==> src/rtl/cpu_core_regs.vh <==
`ifndef CPU_CORE_REGS_VH
`define CPU_CORE_REGS_VH

// ****************************************
// APB byte offsets
// ****************************************
`define OFS_GPR_BASE 12'h000
`define OFS_SEG_BASE 12'h020
`define OFS_INSTR_PTR 12'h030
`define OFS_FLAGS 12'h034

// ****************************************
// General register indices
// ****************************************
`define GPR_ACC 3'h0
`define GPR_COUNT 3'h1
`define GPR_DATA 3'h2
`define GPR_BASE 3'h3
`define GPR_STACK_PTR 3'h4
`define GPR_BASE_PTR 3'h5
`define GPR_SRC_IDX 3'h6
`define GPR_DST_IDX 3'h7

// ****************************************
// Segment register indices
// ****************************************
`define SEG_EXTRA 2'h0
`define SEG_CODE 2'h1
`define SEG_STACK 2'h2
`define SEG_DATA 2'h3

// ****************************************
// Flag bit positions
// ****************************************
`define FLG_CARRY 0
`define FLG_PARITY 2
`define FLG_AUX 4
`define FLG_ZERO 6
`define FLG_SIGN 7
`define FLG_TRACE 8
`define FLG_IE 9
`define FLG_DIR 10
`define FLG_OVF 11
`define FLAGS_IMPL_MASK 16'h0fd5
`define FLAGS_RESET 16'h0000

// ****************************************
// Address generation
// ****************************************
`define SEG_SHIFT 4
`define IO_RSVD_LO 16'h00f8
`define IO_RSVD_HI 16'h00ff
`define RESET_WORD 16'h0000

`endif

==> src/rtl/cpu_register_set_addr_gen.v <==
`include "cpu_core_regs.vh"

// What this block does
// RQ1: Eight 16-bit general registers; four also writable as independent byte halves.
// RQ2: Base word, base pointer, source and destination index feed operand offsets.
// RQ3: Stack accesses use stack pointer with stack segment; overrides are ignored.
// RQ4: Four segment registers select code, two data and stack segments.
// RQ5: Instruction pointer holds the offset of the next sequential instruction.
// RQ6: Flags word: status bits 0,2,4,6,7,11; control bits 8,9,10; rest reserved.
// RQ7: Overflow set when the signed result does not fit; cleared otherwise.
// RQ8: Direction flag set makes string steps decrement index registers, else increment.
// RQ9: Interrupt-enable flag gates maskable interrupts; clear blocks them.
// RQ10: Trace flag requests a trace interrupt; cleared after flags are pushed.
// RQ11: Sign flag equals the result's most significant bit.
// RQ12: Zero flag set when the result is zero.
// RQ13: Aux carry set on carry out of or borrow into the low nibble.
// RQ14: Parity flag set when the low result byte has even ones.
// RQ15: Carry flag set on carry or borrow at the most significant bit.
// RQ16: A flag marked undefined by an operation may take any value.
// RQ17: Physical address is segment shifted left four plus offset, 20 bits.
// RQ18: Every memory access pairs a segment register with a 16-bit offset.
// RQ19: I/O space is 64K byte ports or 32K word ports, apart from memory.
// RQ20: Port address from 8-bit immediate, zero-extended, or from data word.
// RQ21: Port addresses 00F8h to 00FFh are reserved and kept from user I/O; here they are still issued and only flagged on io_reserved_q.
// RQ22: Peripheral registers are reached through ordinary memory accesses.
// RQ23: Reserved flag bits read as zero and ignore writes.
module cpu_register_set_addr_gen (
    // Clock and reset
    input wire clock,
    input wire rstn,
    // APB slave
    input wire psel,
    input wire penable,
    input wire pwrite,
    input wire [11:0] paddr,
    input wire [31:0] pwdata,
    output reg [31:0] prdata,
    output reg pready,
    output reg pslverr,
    // General register write from execution
    input wire gpr_wr,
    input wire gpr_wr_byte,
    input wire [2:0] gpr_wr_sel,
    input wire [15:0] gpr_wr_data,
    // General register read
    input wire [2:0] gpr_rd_sel,
    input wire gpr_rd_byte,
    output reg [15:0] gpr_rd_data_q,
    // Segment write
    input wire seg_wr,
    input wire [1:0] seg_wr_sel,
    input wire [15:0] seg_wr_data,
    // Instruction pointer
    input wire iptr_load,
    input wire [15:0] iptr_load_data,
    input wire iptr_advance,
    input wire [3:0] iptr_advance_len,
    output reg [15:0] instruction_pointer_q,
    output reg [19:0] fetch_addr_q,
    // Arithmetic flag update
    input wire alu_update,
    input wire alu_byte,
    input wire alu_sub,
    input wire alu_cin,
    input wire [15:0] alu_a,
    input wire [15:0] alu_b,
    input wire [5:0] alu_keep,
    input wire [5:0] alu_undef,
    output reg [15:0] alu_result_q,
    // Flag control
    input wire flags_load,
    input wire [15:0] flags_load_data,
    input wire set_dir,
    input wire clr_dir,
    input wire set_ie,
    input wire clr_ie,
    input wire trace_ack,
    output reg [15:0] processor_status_flags_q,
    // Interrupt gating
    input wire maskable_irq,
    output reg irq_take_q,
    output reg trace_req_q,
    // Memory address generation
    input wire agen_req,
    input wire agen_stack,
    input wire agen_ovr,
    input wire [1:0] agen_seg_sel,
    input wire [1:0] agen_base_sel,
    input wire [1:0] agen_idx_sel,
    input wire [15:0] agen_disp,
    output reg agen_valid_q,
    output reg [15:0] agen_offset_q,
    output reg [19:0] phys_addr_q,
    // String index stepping
    input wire str_step_src,
    input wire str_step_dst,
    input wire str_word,
    // I/O addressing
    input wire io_req,
    input wire io_imm,
    input wire io_word,
    input wire [7:0] io_port_imm,
    output reg io_valid_q,
    output reg io_word_q,
    output reg [15:0] io_addr_q,
    output reg io_reserved_q
);

    // ****************************************
    // State
    // ****************************************
    reg [15:0] gpr_q [0:7];
    reg [15:0] seg_q [0:3];
    integer i;

    // ****************************************
    // APB decode
    // ****************************************
    wire apb_acc = psel & penable & ~pready;
    wire apb_done = psel & penable & pready;
    wire hit_gpr = (paddr[11:5] == 7'h00) & (paddr[1:0] == 2'b00);
    wire hit_seg = (paddr[11:4] == 8'h02) & (paddr[1:0] == 2'b00);
    wire hit_iptr = (paddr == `OFS_INSTR_PTR);
    wire hit_flags = (paddr == `OFS_FLAGS);
    wire hit_any = hit_gpr | hit_seg | hit_iptr | hit_flags;
    reg [15:0] apb_rd;

    always @*
    begin
        apb_rd = 16'h0000;
        if (hit_gpr)
            apb_rd = gpr_q[paddr[4:2]];
        else if (hit_seg)
            apb_rd = seg_q[paddr[3:2]];
        else if (hit_iptr)
            apb_rd = instruction_pointer_q;
        else if (hit_flags)
            apb_rd = processor_status_flags_q;
    end

    // ****************************************
    // Flag computation
    // ****************************************
    // Byte operands are masked so bit 8 is the carry or borrow of the byte
    wire [15:0] op_a = alu_byte ? {8'h00, alu_a[7:0]} : alu_a;
    wire [15:0] op_b = alu_byte ? {8'h00, alu_b[7:0]} : alu_b;
    wire [16:0] sum = alu_sub ? ({1'b0, op_a} - {1'b0, op_b} - {16'h0000, alu_cin})
                              : ({1'b0, op_a} + {1'b0, op_b} + {16'h0000, alu_cin});
    wire [15:0] res = alu_byte ? {8'h00, sum[7:0]} : sum[15:0];
    wire msb_a = alu_byte ? op_a[7] : op_a[15];
    wire msb_b = alu_byte ? op_b[7] : op_b[15];
    wire msb_r = alu_byte ? res[7] : res[15];
    wire f_carry = alu_byte ? sum[8] : sum[16]; // RQ15
    wire f_aux = op_a[4] ^ op_b[4] ^ sum[4]; // RQ13
    wire f_ovf = alu_sub ? ((msb_a != msb_b) & (msb_r != msb_a))
                         : ((msb_a == msb_b) & (msb_r != msb_a)); // RQ7
    wire f_sign = msb_r; // RQ11
    wire f_zero = (res == 16'h0000); // RQ12
    wire f_par = ~^res[7:0]; // RQ14
    // Order: carry, parity, aux, zero, sign, overflow
    wire [5:0] f_new = {f_ovf, f_sign, f_zero, f_aux, f_par, f_carry};
    // Undefined flags are forced to zero; software must not rely on them
    wire [5:0] f_use = f_new & ~alu_undef; // RQ16
    reg [15:0] flags_d;

    always @*
    begin
        flags_d = processor_status_flags_q;
        if (flags_load)
            flags_d = flags_load_data;
        if (alu_update)
        begin
            if (!alu_keep[0])
                flags_d[`FLG_CARRY] = f_use[0];
            if (!alu_keep[1])
                flags_d[`FLG_PARITY] = f_use[1];
            if (!alu_keep[2])
                flags_d[`FLG_AUX] = f_use[2];
            if (!alu_keep[3])
                flags_d[`FLG_ZERO] = f_use[3];
            if (!alu_keep[4])
                flags_d[`FLG_SIGN] = f_use[4];
            if (!alu_keep[5])
                flags_d[`FLG_OVF] = f_use[5];
        end
        if (set_dir)
            flags_d[`FLG_DIR] = 1'b1;
        if (clr_dir)
            flags_d[`FLG_DIR] = 1'b0;
        if (set_ie)
            flags_d[`FLG_IE] = 1'b1;
        if (clr_ie)
            flags_d[`FLG_IE] = 1'b0;
        // The flags word has already been pushed when the ack arrives
        if (trace_ack)
            flags_d[`FLG_TRACE] = 1'b0; // RQ10
        flags_d = flags_d & `FLAGS_IMPL_MASK; // RQ6 RQ23
    end

    // ****************************************
    // Address generation
    // ****************************************
    reg [15:0] base_v;
    reg [15:0] idx_v;
    reg [1:0] seg_v;
    wire [15:0] mem_ofs = agen_stack ? gpr_q[`GPR_STACK_PTR] : (base_v + idx_v + agen_disp); // RQ3

    always @*
    begin
        case (agen_base_sel) // RQ2
            2'h1: base_v = gpr_q[`GPR_BASE];
            2'h2: base_v = gpr_q[`GPR_BASE_PTR];
            default: base_v = 16'h0000;
        endcase
        case (agen_idx_sel) // RQ2
            2'h1: idx_v = gpr_q[`GPR_SRC_IDX];
            2'h2: idx_v = gpr_q[`GPR_DST_IDX];
            default: idx_v = 16'h0000;
        endcase
        // Bare base pointer addressing defaults to the stack segment
        if (agen_stack)
            seg_v = `SEG_STACK; // RQ3
        else if (agen_ovr)
            seg_v = agen_seg_sel;
        else if (agen_base_sel == 2'h2)
            seg_v = `SEG_STACK;
        else
            seg_v = `SEG_DATA;
    end

    // String step: direction flag selects the sign, width the size
    wire [15:0] step = str_word ? 16'h0002 : 16'h0001;
    wire [15:0] src_next = processor_status_flags_q[`FLG_DIR] ?
        (gpr_q[`GPR_SRC_IDX] - step) : (gpr_q[`GPR_SRC_IDX] + step); // RQ8
    wire [15:0] dst_next = processor_status_flags_q[`FLG_DIR] ?
        (gpr_q[`GPR_DST_IDX] - step) : (gpr_q[`GPR_DST_IDX] + step); // RQ8
    wire [15:0] iptr_next = iptr_load ? iptr_load_data :
        (instruction_pointer_q + {12'h000, iptr_advance_len});
    wire [15:0] io_port = io_imm ? {8'h00, io_port_imm} : gpr_q[`GPR_DATA]; // RQ20

    // ****************************************
    // Register file update
    // ****************************************
    always @(posedge clock)
    begin
        if (!rstn)
        begin
            for (i = 0; i < 8; i = i + 1)
                gpr_q[i] <= `RESET_WORD;
            for (i = 0; i < 4; i = i + 1)
                seg_q[i] <= `RESET_WORD;
            instruction_pointer_q <= `RESET_WORD;
            processor_status_flags_q <= `FLAGS_RESET;
        end
        else
        begin
            // Software writes first so the execution side wins a collision, except on the flags word, where the APB write wins
            if (apb_done & pwrite & hit_gpr)
                gpr_q[paddr[4:2]] <= pwdata[15:0];
            if (apb_done & pwrite & hit_seg)
                seg_q[paddr[3:2]] <= pwdata[15:0];
            if (str_step_src)
                gpr_q[`GPR_SRC_IDX] <= src_next;
            if (str_step_dst)
                gpr_q[`GPR_DST_IDX] <= dst_next;
            if (gpr_wr)
            begin
                if (!gpr_wr_byte)
                    gpr_q[gpr_wr_sel] <= gpr_wr_data; // RQ1
                else if (gpr_wr_sel[2])
                    gpr_q[{1'b0, gpr_wr_sel[1:0]}][15:8] <= gpr_wr_data[7:0]; // RQ1
                else
                    gpr_q[{1'b0, gpr_wr_sel[1:0]}][7:0] <= gpr_wr_data[7:0]; // RQ1
            end
            if (seg_wr)
                seg_q[seg_wr_sel] <= seg_wr_data; // RQ4
            if (apb_done & pwrite & hit_iptr)
                instruction_pointer_q <= pwdata[15:0];
            if (iptr_load | iptr_advance)
                instruction_pointer_q <= iptr_next; // RQ5
            if (apb_done & pwrite & hit_flags)
                processor_status_flags_q <= pwdata[15:0] & `FLAGS_IMPL_MASK; // RQ23
            else
                processor_status_flags_q <= flags_d;
        end
    end

    // ****************************************
    // Registered outputs
    // ****************************************
    always @(posedge clock)
    begin
        if (!rstn)
        begin
            prdata <= 32'h00000000;
            pready <= 1'b0;
            pslverr <= 1'b0;
            gpr_rd_data_q <= 16'h0000;
            fetch_addr_q <= 20'h00000;
            alu_result_q <= 16'h0000;
            irq_take_q <= 1'b0;
            trace_req_q <= 1'b0;
            agen_valid_q <= 1'b0;
            agen_offset_q <= 16'h0000;
            phys_addr_q <= 20'h00000;
            io_valid_q <= 1'b0;
            io_word_q <= 1'b0;
            io_addr_q <= 16'h0000;
            io_reserved_q <= 1'b0;
        end
        else
        begin
            // One wait state keeps read data straight from a flip-flop
            pready <= apb_acc;
            pslverr <= apb_acc & ~hit_any;
            if (apb_acc)
                prdata <= {16'h0000, apb_rd};
            if (!gpr_rd_byte)
                gpr_rd_data_q <= gpr_q[gpr_rd_sel];
            else if (gpr_rd_sel[2])
                gpr_rd_data_q <= {8'h00, gpr_q[{1'b0, gpr_rd_sel[1:0]}][15:8]}; // RQ1
            else
                gpr_rd_data_q <= {8'h00, gpr_q[{1'b0, gpr_rd_sel[1:0]}][7:0]}; // RQ1
            fetch_addr_q <= {seg_q[`SEG_CODE], 4'h0} + {4'h0, instruction_pointer_q}; // RQ17
            if (alu_update)
                alu_result_q <= res;
            irq_take_q <= maskable_irq & processor_status_flags_q[`FLG_IE]; // RQ9
            trace_req_q <= processor_status_flags_q[`FLG_TRACE]; // RQ10
            // Peripheral registers are plain memory targets here
            agen_valid_q <= agen_req; // RQ22
            if (agen_req)
            begin
                agen_offset_q <= mem_ofs; // RQ18
                phys_addr_q <= {seg_q[seg_v], 4'h0} + {4'h0, mem_ofs}; // RQ17 RQ18
            end
            io_valid_q <= io_req; // RQ19
            if (io_req)
            begin
                io_word_q <= io_word; // RQ19
                io_addr_q <= io_port; // RQ20
                io_reserved_q <= (io_port >= `IO_RSVD_LO) & (io_port <= `IO_RSVD_HI); // RQ21
            end
        end
    end

endmodule

==> config.mk <==
export PLATFORM = sky130hd
export DESIGN_NAME = cpu_register_set_addr_gen
export DESIGN_NICKNAME = d
export VERILOG_FILES = /design/src/rtl/cpu_register_set_addr_gen.v
export VERILOG_INCLUDE_DIRS = /design/src /design/src/rtl
export SDC_FILE = /design/constraint.sdc
export NUM_CORES = 1
export LEC_CHECK = 0
export CAP_MARGIN = 10
export CORE_MARGIN = 3
export CORE_UTILIZATION = 36
export CTS_CLUSTER_DIAMETER = 200
export DETAILED_ROUTE_END_ITERATION = 8
export DONT_BUFFER_PORTS = 1
export HOLD_SLACK_MARGIN = 0.05
export PLACE_DENSITY = 0.54
export SETUP_SLACK_MARGIN = 0.15
export SLEW_MARGIN = 20
export SYNTH_ARGS = -nofsm -noshare
export SYNTH_HDL_FRONTEND = slang
export SYNTH_SLANG_ARGS = --single-unit
export TNS_END_PERCENT = 100
==> constraint.sdc <==
create_clock -name clock -period 6 [get_ports clock]
set_clock_uncertainty 0.15 [all_clocks]
set_input_delay 0 -clock clock [delete_from_list [all_inputs] [get_ports clock]]
set_output_delay 0 -clock clock [all_outputs]
set_load 0.005 [all_outputs]
---- Yosys cells after proc, flatten, opt, wreduce, memory -nomap -nowiden ----
Memory sizes are Yosys's and may differ from the RTL's.
Index checks and enable logic that the tools add are counted.
cells by class
  divide/modulo/power cells ............... 0
  muxes and demuxes ....................... 93
  bitwise operators ....................... 39
  $mul .................................... 0
  shifts and indexed selects .............. 0
  reduce and logical (&&, ||, !) cells .... 13
  $add $sub $neg .......................... 13
  magnitude comparators ................... 2
  equality and inequality tests ........... 14
operator list
  cell                 count
  $mux 16              21
  $reduce_or 16->1     5
  $pmux 16 s2          2
  $mux 1               55
  $add 20x16->20       2
  $mux 12              3
  $add 16x16->16       2
  $add 16x2->16        2
  $sub 16x2->16        2
  $eq 12x6->1 const B  2
  $and 1x1->1          23
  $add 16x16->17       1
  $add 17x1->17        1
  $mux 17              1
  $sub 16x16->17       1
  $sub 17x1->17        1
  $add 16x4->16        1
  $ge 16x8->1 const B  1
  $le 16x8->1 const B  1
  $logic_not 16->1     1
  $mux 2               7
  $mux 3               3
  $eq 8x2->1 const B   1
  $mux 8               1
  other kinds (17)     34
word-level totals
  input port bits ......................... 225
  register bits ........................... 156
  bits in latches ......................... 0
  memories ................................ 2
  memory bits (read-only) ................. 0
  memory bits (writable) .................. 192
memories
  memory  depth  bits a word  read ports  clocked after memory_dff  wr ports  line                             RTL
  gpr_q   8      16           9           0                         8         cpu_register_set_addr_gen.v:112  reg [15:0] gpr_q [0:7];
  seg_q   4      16           3           0                         4         cpu_register_set_addr_gen.v:113  reg [15:0] seg_q [0:3];

---- Logic depth before layout (Yosys ltp) ----
  word-level depth ........................ 13
  gate-level depth with buffers ........... 26
  gate-level depth less buffers ........... 25

---- Worst setup path after synthesis ----
OpenSTA, ideal clock, no wires.
  path type ............................... input port to flip-flop
  from .................................... in agen_idx_sel[1]
  to ...................................... reg phys_addr_q[19]
  arrival ................................. 4568 ps
  stages on the path ...................... 26
  library setup time ...................... 119 ps
  buffers on the path ..................... 2
  path slack .............................. 1163 ps
  data required time ...................... 5731 ps
  cell sequence ........................... inv_1 ha_1 clkbuf_1 clkbuf_1 a22oi_1 nor2_1 fa_1 ha_1 inv_1 fa_1 nor2b_1 o21a_1 nor2_1 xnor2_1 o21ai_0 ha_1 a21o_1 a21oi_1 nor2b_1 o21a_1 o21ai_0 o21a_1 o211ai_1 a41oi_1 mux2i_1 nor3_1
between the ends
  cells in the longest elaborated chain, start to end .. 6
  elaborated cells between the ends (all ways) .. 7
ends and longest elaborated chain
  item                                             line                             RTL
  start, declared                                  cpu_register_set_addr_gen.v:89   input wire [1:0] agen_idx_sel,
  $eq 2x2->1 / $eq 2x1->1 (equally long branches)  cpu_register_set_addr_gen.v:215  case (agen_idx_sel)
  $pmux 16 s2 (*)                                  cpu_register_set_addr_gen.v:215
  $add 16x16->16 (*) (2 in a row)                  cpu_register_set_addr_gen.v:206  wire [15:0] mem_ofs = agen_stack ? gpr_q[`GPR_STACK_PTR] : (base_v + idx_v + agen_disp);
  $mux 16 (*)                                      cpu_register_set_addr_gen.v:206
  via mem_ofs[5]                                   cpu_register_set_addr_gen.v:206
  $add 20x16->20 (*)                               cpu_register_set_addr_gen.v:334  phys_addr_q <= {seg_q[seg_v], 4'h0} + {4'h0, mem_ofs};
  end signal, assigned                             cpu_register_set_addr_gen.v:334
  end, declared                                    cpu_register_set_addr_gen.v:93   output reg [19:0] phys_addr_q,
The timed path passes the listed nets; every way through them passes the cells marked *.
A chain may end at the register's enable or synchronous reset.

==> results.ini <==
[status]
status=finished, violations left
violations=hold timing

[floorplan]
die-area_um2=69670
fp.coreArea_um2=65160
start_util_pct=36.76
die_w_um=264.0
core.rowCount=93
fp.dieH_um=264.0
num_io_pins=401

[setup_path]
cp.required_ps=6380
rrSetupSlack_ps=260
worstSetupPathType=reg2reg
rr_startpoint=gpr_q[7][2]
critPathTopFamily=compound AO/OA/AOI/OAI gates
crit_start=gpr_q[7][2]
cp_num_cells=21
cp_data_arrival_time_ps=6120
slowest_delay_ps=570
cp_num_buf_inv=2
crit_end=phys_addr_q[13]
cp-start-kind=register
critPathSlowestCell=dlygate4sd3_1
r2r-end=phys_addr_q[13]
crit_chain=a22oi_2 -> nor2_1 -> fa_1 -> ha_1 -> a211o_1 -> a211oi_4 -> o21bai_1 -> a21oi_1 -> xnor2_1 -> dlygate4sd3_1 -> nand2_1 -> nand2_1 -> ha_1 -> o21a_1 -> o21ai_0 -> o21a_1 -> o211ai_1 -> nand2_1 -> xor2_1 -> a211oi_1 -> dlygate4sd3_1
path_max_fanout=5
reg2regPathDepth=21
worstSetupEndpointType=register
path_common_cell=nand2_1

[sta]
fin_crit_sh_pct=95.63
timing.fmax_ghz=0.1743
setup_slack_ps=262.5
totalNegativeSetupSlack_ps=0
timing.hold.ws_ps=-32.96
hold_viol=1
slew_viol_final=0
fin_crit_ps=5738
rsz0062_at_grt=yes
tightest_slew_ps=1182
setup_violations=0
slew_headroom_pct=20.94

[pwr]
power.leakage_uw=0.01107
peakVddDrop_mv=0.1629
powerDensity_nw_per_um2=253.5
power_uw=7278

[job]
max_cap_violations=0

[logic_synthesis]
yosys_warnings=0
postSynthAreaPerCell_um2=9.324
seq_area_frac_synth_pct=36.52
ys_ff_latch=341
synth_flop_cell=edfxtp_1
postSynthCellCount=2569
synth.cell_area_um2=23950
synth_edf_count=192
async_flop_share_pct=0
synth.distinct_cells=79

[global_routing]
grt_start_max_net_pins=67
grt_pass1_vias=21430
gr-total-overflow=0
antenna_found_initial=14
grt_use_total_pct=28.09
grt_pass1_wl_um=146000

[final_layout]
areaGrowthSynthToFinish_pct=19.84
fillers=6229
final-instance-count-excl-fill=3633
drive_gt1_share_pct=9.304
nNetsFinal=3112

[detailed_routing]
vias_per_cell=6.119
postRouteAntennaNets=0
wl_per_cell_um=28.17
drc=0
routed_wirelength_um=102400
drt_iter0_drc=2524
first_pass_iters=6
vias=22230

[place]
hpwl_um=71280
port_buffers=0
place_ws_ps=497.2
gp_congestion=0.9342
placed_cells=3293

[cts]
cts_buffers=43
cts_buffer_depth=3
cts_sinks=341
path_clk_slew_ps=60
worstSkewPairLatency_ps=600
ctsHtreeMaxLevel=2
cts_root_buf=clkbuf_16
tritoncts=done

[worst_hold_path]
min_path_type=in2reg

## worst min-delay path: stages
cell      delay [ps]
buf_2            260
nand2_1          110
o311ai_0         150
o21ai_0          100
nor2_1            40
## worst min path at each step
stage | startpoint | to | cells past startpoint
6_report | agen_stack | agen_offset_q[3] | 5
5_1_grt | agen_stack | agen_offset_q[3] | 5
4_1_cts | pwdata[11] | processor_status_flags_q[11] | 3
3_5_place_dp | io_req | io_addr_q[3] | 1
3_3_place_gp | alu_update | alu_result_q[6] | 1
2_1_floorplan | io_word | io_word_q | 2
## sequential cells by signal, indices dropped and copies added, names as in the netlist, 9 cells and up
| register | count |
|---|---|
| gpr_q | 128 |
| seg_q | 64 |
| fetch_addr_q | 20 |
| agen_offset_q | 16 |
| alu_result_q | 16 |
| gpr_rd_data_q | 16 |
| instruction_pointer_q | 16 |
| io_addr_q | 16 |
| phys_addr_q | 16 |
| prdata | 16 |
| processor_status_flags_q | 9 |
## stage by stage
stage               cell area, µm²  util [%]
global route                 28710     44.06
finish                       28710     44.06
CTS                          28650     43.97
detailed placement           24670     37.87
floorplan                    24040         -
global placement             24650     37.82
## cell usage after synthesis (all sizes together) (6+ instances only)
master	n	area [µm²]
xnor2	61	534.3
fa	25	500.5
mux4	80	1802
nand3b	9	67.56
a311oi	7	61.31
xor2	22	192.7
and3	11	68.82
nand2	254	953.4
o21ai	203	1016
a31oi	41	271.5
mux2i	77	770.7
ha	124	1551
o21bai	7	52.55
nor2	246	923.4
buf	54	304.0
nand3	57	285.3
nand4	8	50.05
dfxtp	149	2983
a21o	15	112.6
a21boi	8	60.06
a211oi	65	505.5
o41ai	8	70.07
nor4	14	87.58
o211ai	8	60.06
nor3b	9	77.57
o21a	18	135.1
a21oi	126	630.6
mux2	19	217.7
or4	6	45.04
or3	18	117.6
nand2b	24	150.1
nor2b	50	312.8
nor3	57	296.5
a221oi	34	297.8
edfxtp	192	5766
or2	7	43.79
clkbuf	140	525.5
and2	27	168.9
a22o	73	639.4
inv	118	442.9
a22oi	46	345.3
## power breakdown
group          total [µW]  switching [µW]  internal (µW)
registers            2890             228           2670
logic                1770             997            769
clock network        2620            1130           1490
## repair_timing
| action | 4_1_cts | 5_1_grt |
|---|---|---|
| endpoints found under the hold margin | 455 | 37 |
| hold buffers | 249 | 5 |
| setup buffers | 0 | 1 |
| endpoints found under the setup margin | 0 | 3 |
| resized for setup | 0 | 3 |
## per-layer routing
layer / vias up / track usage, % / share of wire [%]
met5: - / 0 / 0.034
met4: 6 / 12.54 / 5.0
li1: 9815 / - / -
met2: 1370 / 42.68 / 43
met3: 251 / 8.522 / 12
met1: 10790 / 36.83 / 40
## cell usage in the layout, fill, tap and decap left out, types with 14 or more instances in the layout
cell type	netlist	final
nand2_1	254	254
nor2_1	246	243
dlygate4sd3_1	0	242
o21ai_0	201	197
edfxtp_1	192	192
dfxtp_1	149	149
a21oi_1	126	125
ha_1	124	124
inv_1	118	117
mux4_2	80	80
mux2i_1	77	76
a22o_1	73	73
a211oi_1	63	63
xnor2_1	61	61
nand3_1	57	57
nor3_1	56	52
nor2b_1	50	50
clkbuf_16	0	45
a22oi_1	46	44
buf_4	27	41
a31oi_1	40	40
a221oi_1	34	34
fa_1	25	25
nand2b_1	24	24
and2_1	23	23
conb_1	1	23
xor2_1	22	22
mux2_2	18	18
o21a_1	18	18
or3_1	17	17
a21o_1	15	15
clkbuf_1	140	14
## final cells by class
class	count	area, µm²	area share [%]
multi-input cells	1938	14110	49.15
flip-flops and latches	341	8748	30.47
repair buffers	296	2929	10.20
clock buffers	67	1289	4.489
well taps	855	1070	3.726
inverters	118	445.4	1.552
clock inverters	13	103.9	0.3618
diodes	5	12.51	0.04358
## kinds of logic (layout without fill, tap and decap cells)
kind of cell | Yosys count | after routing | share of synthesized area (%)
AOI/OAI and AO/OA | 700 | 700 | 19.30
xor gates and xnor gates | 83 | 83 | 3.035
adders and majority gates | 149 | 149 | 8.566
buffers and inverters | 312 | 494 | 5.312
DFF | 341 | 341 | 36.52
muxes | 176 | 176 | 11.65
other | 1 | 28 | 0.01565
and+or+nand+nor | 807 | 807 | 15.60
(Power assumes the default switching activity.)
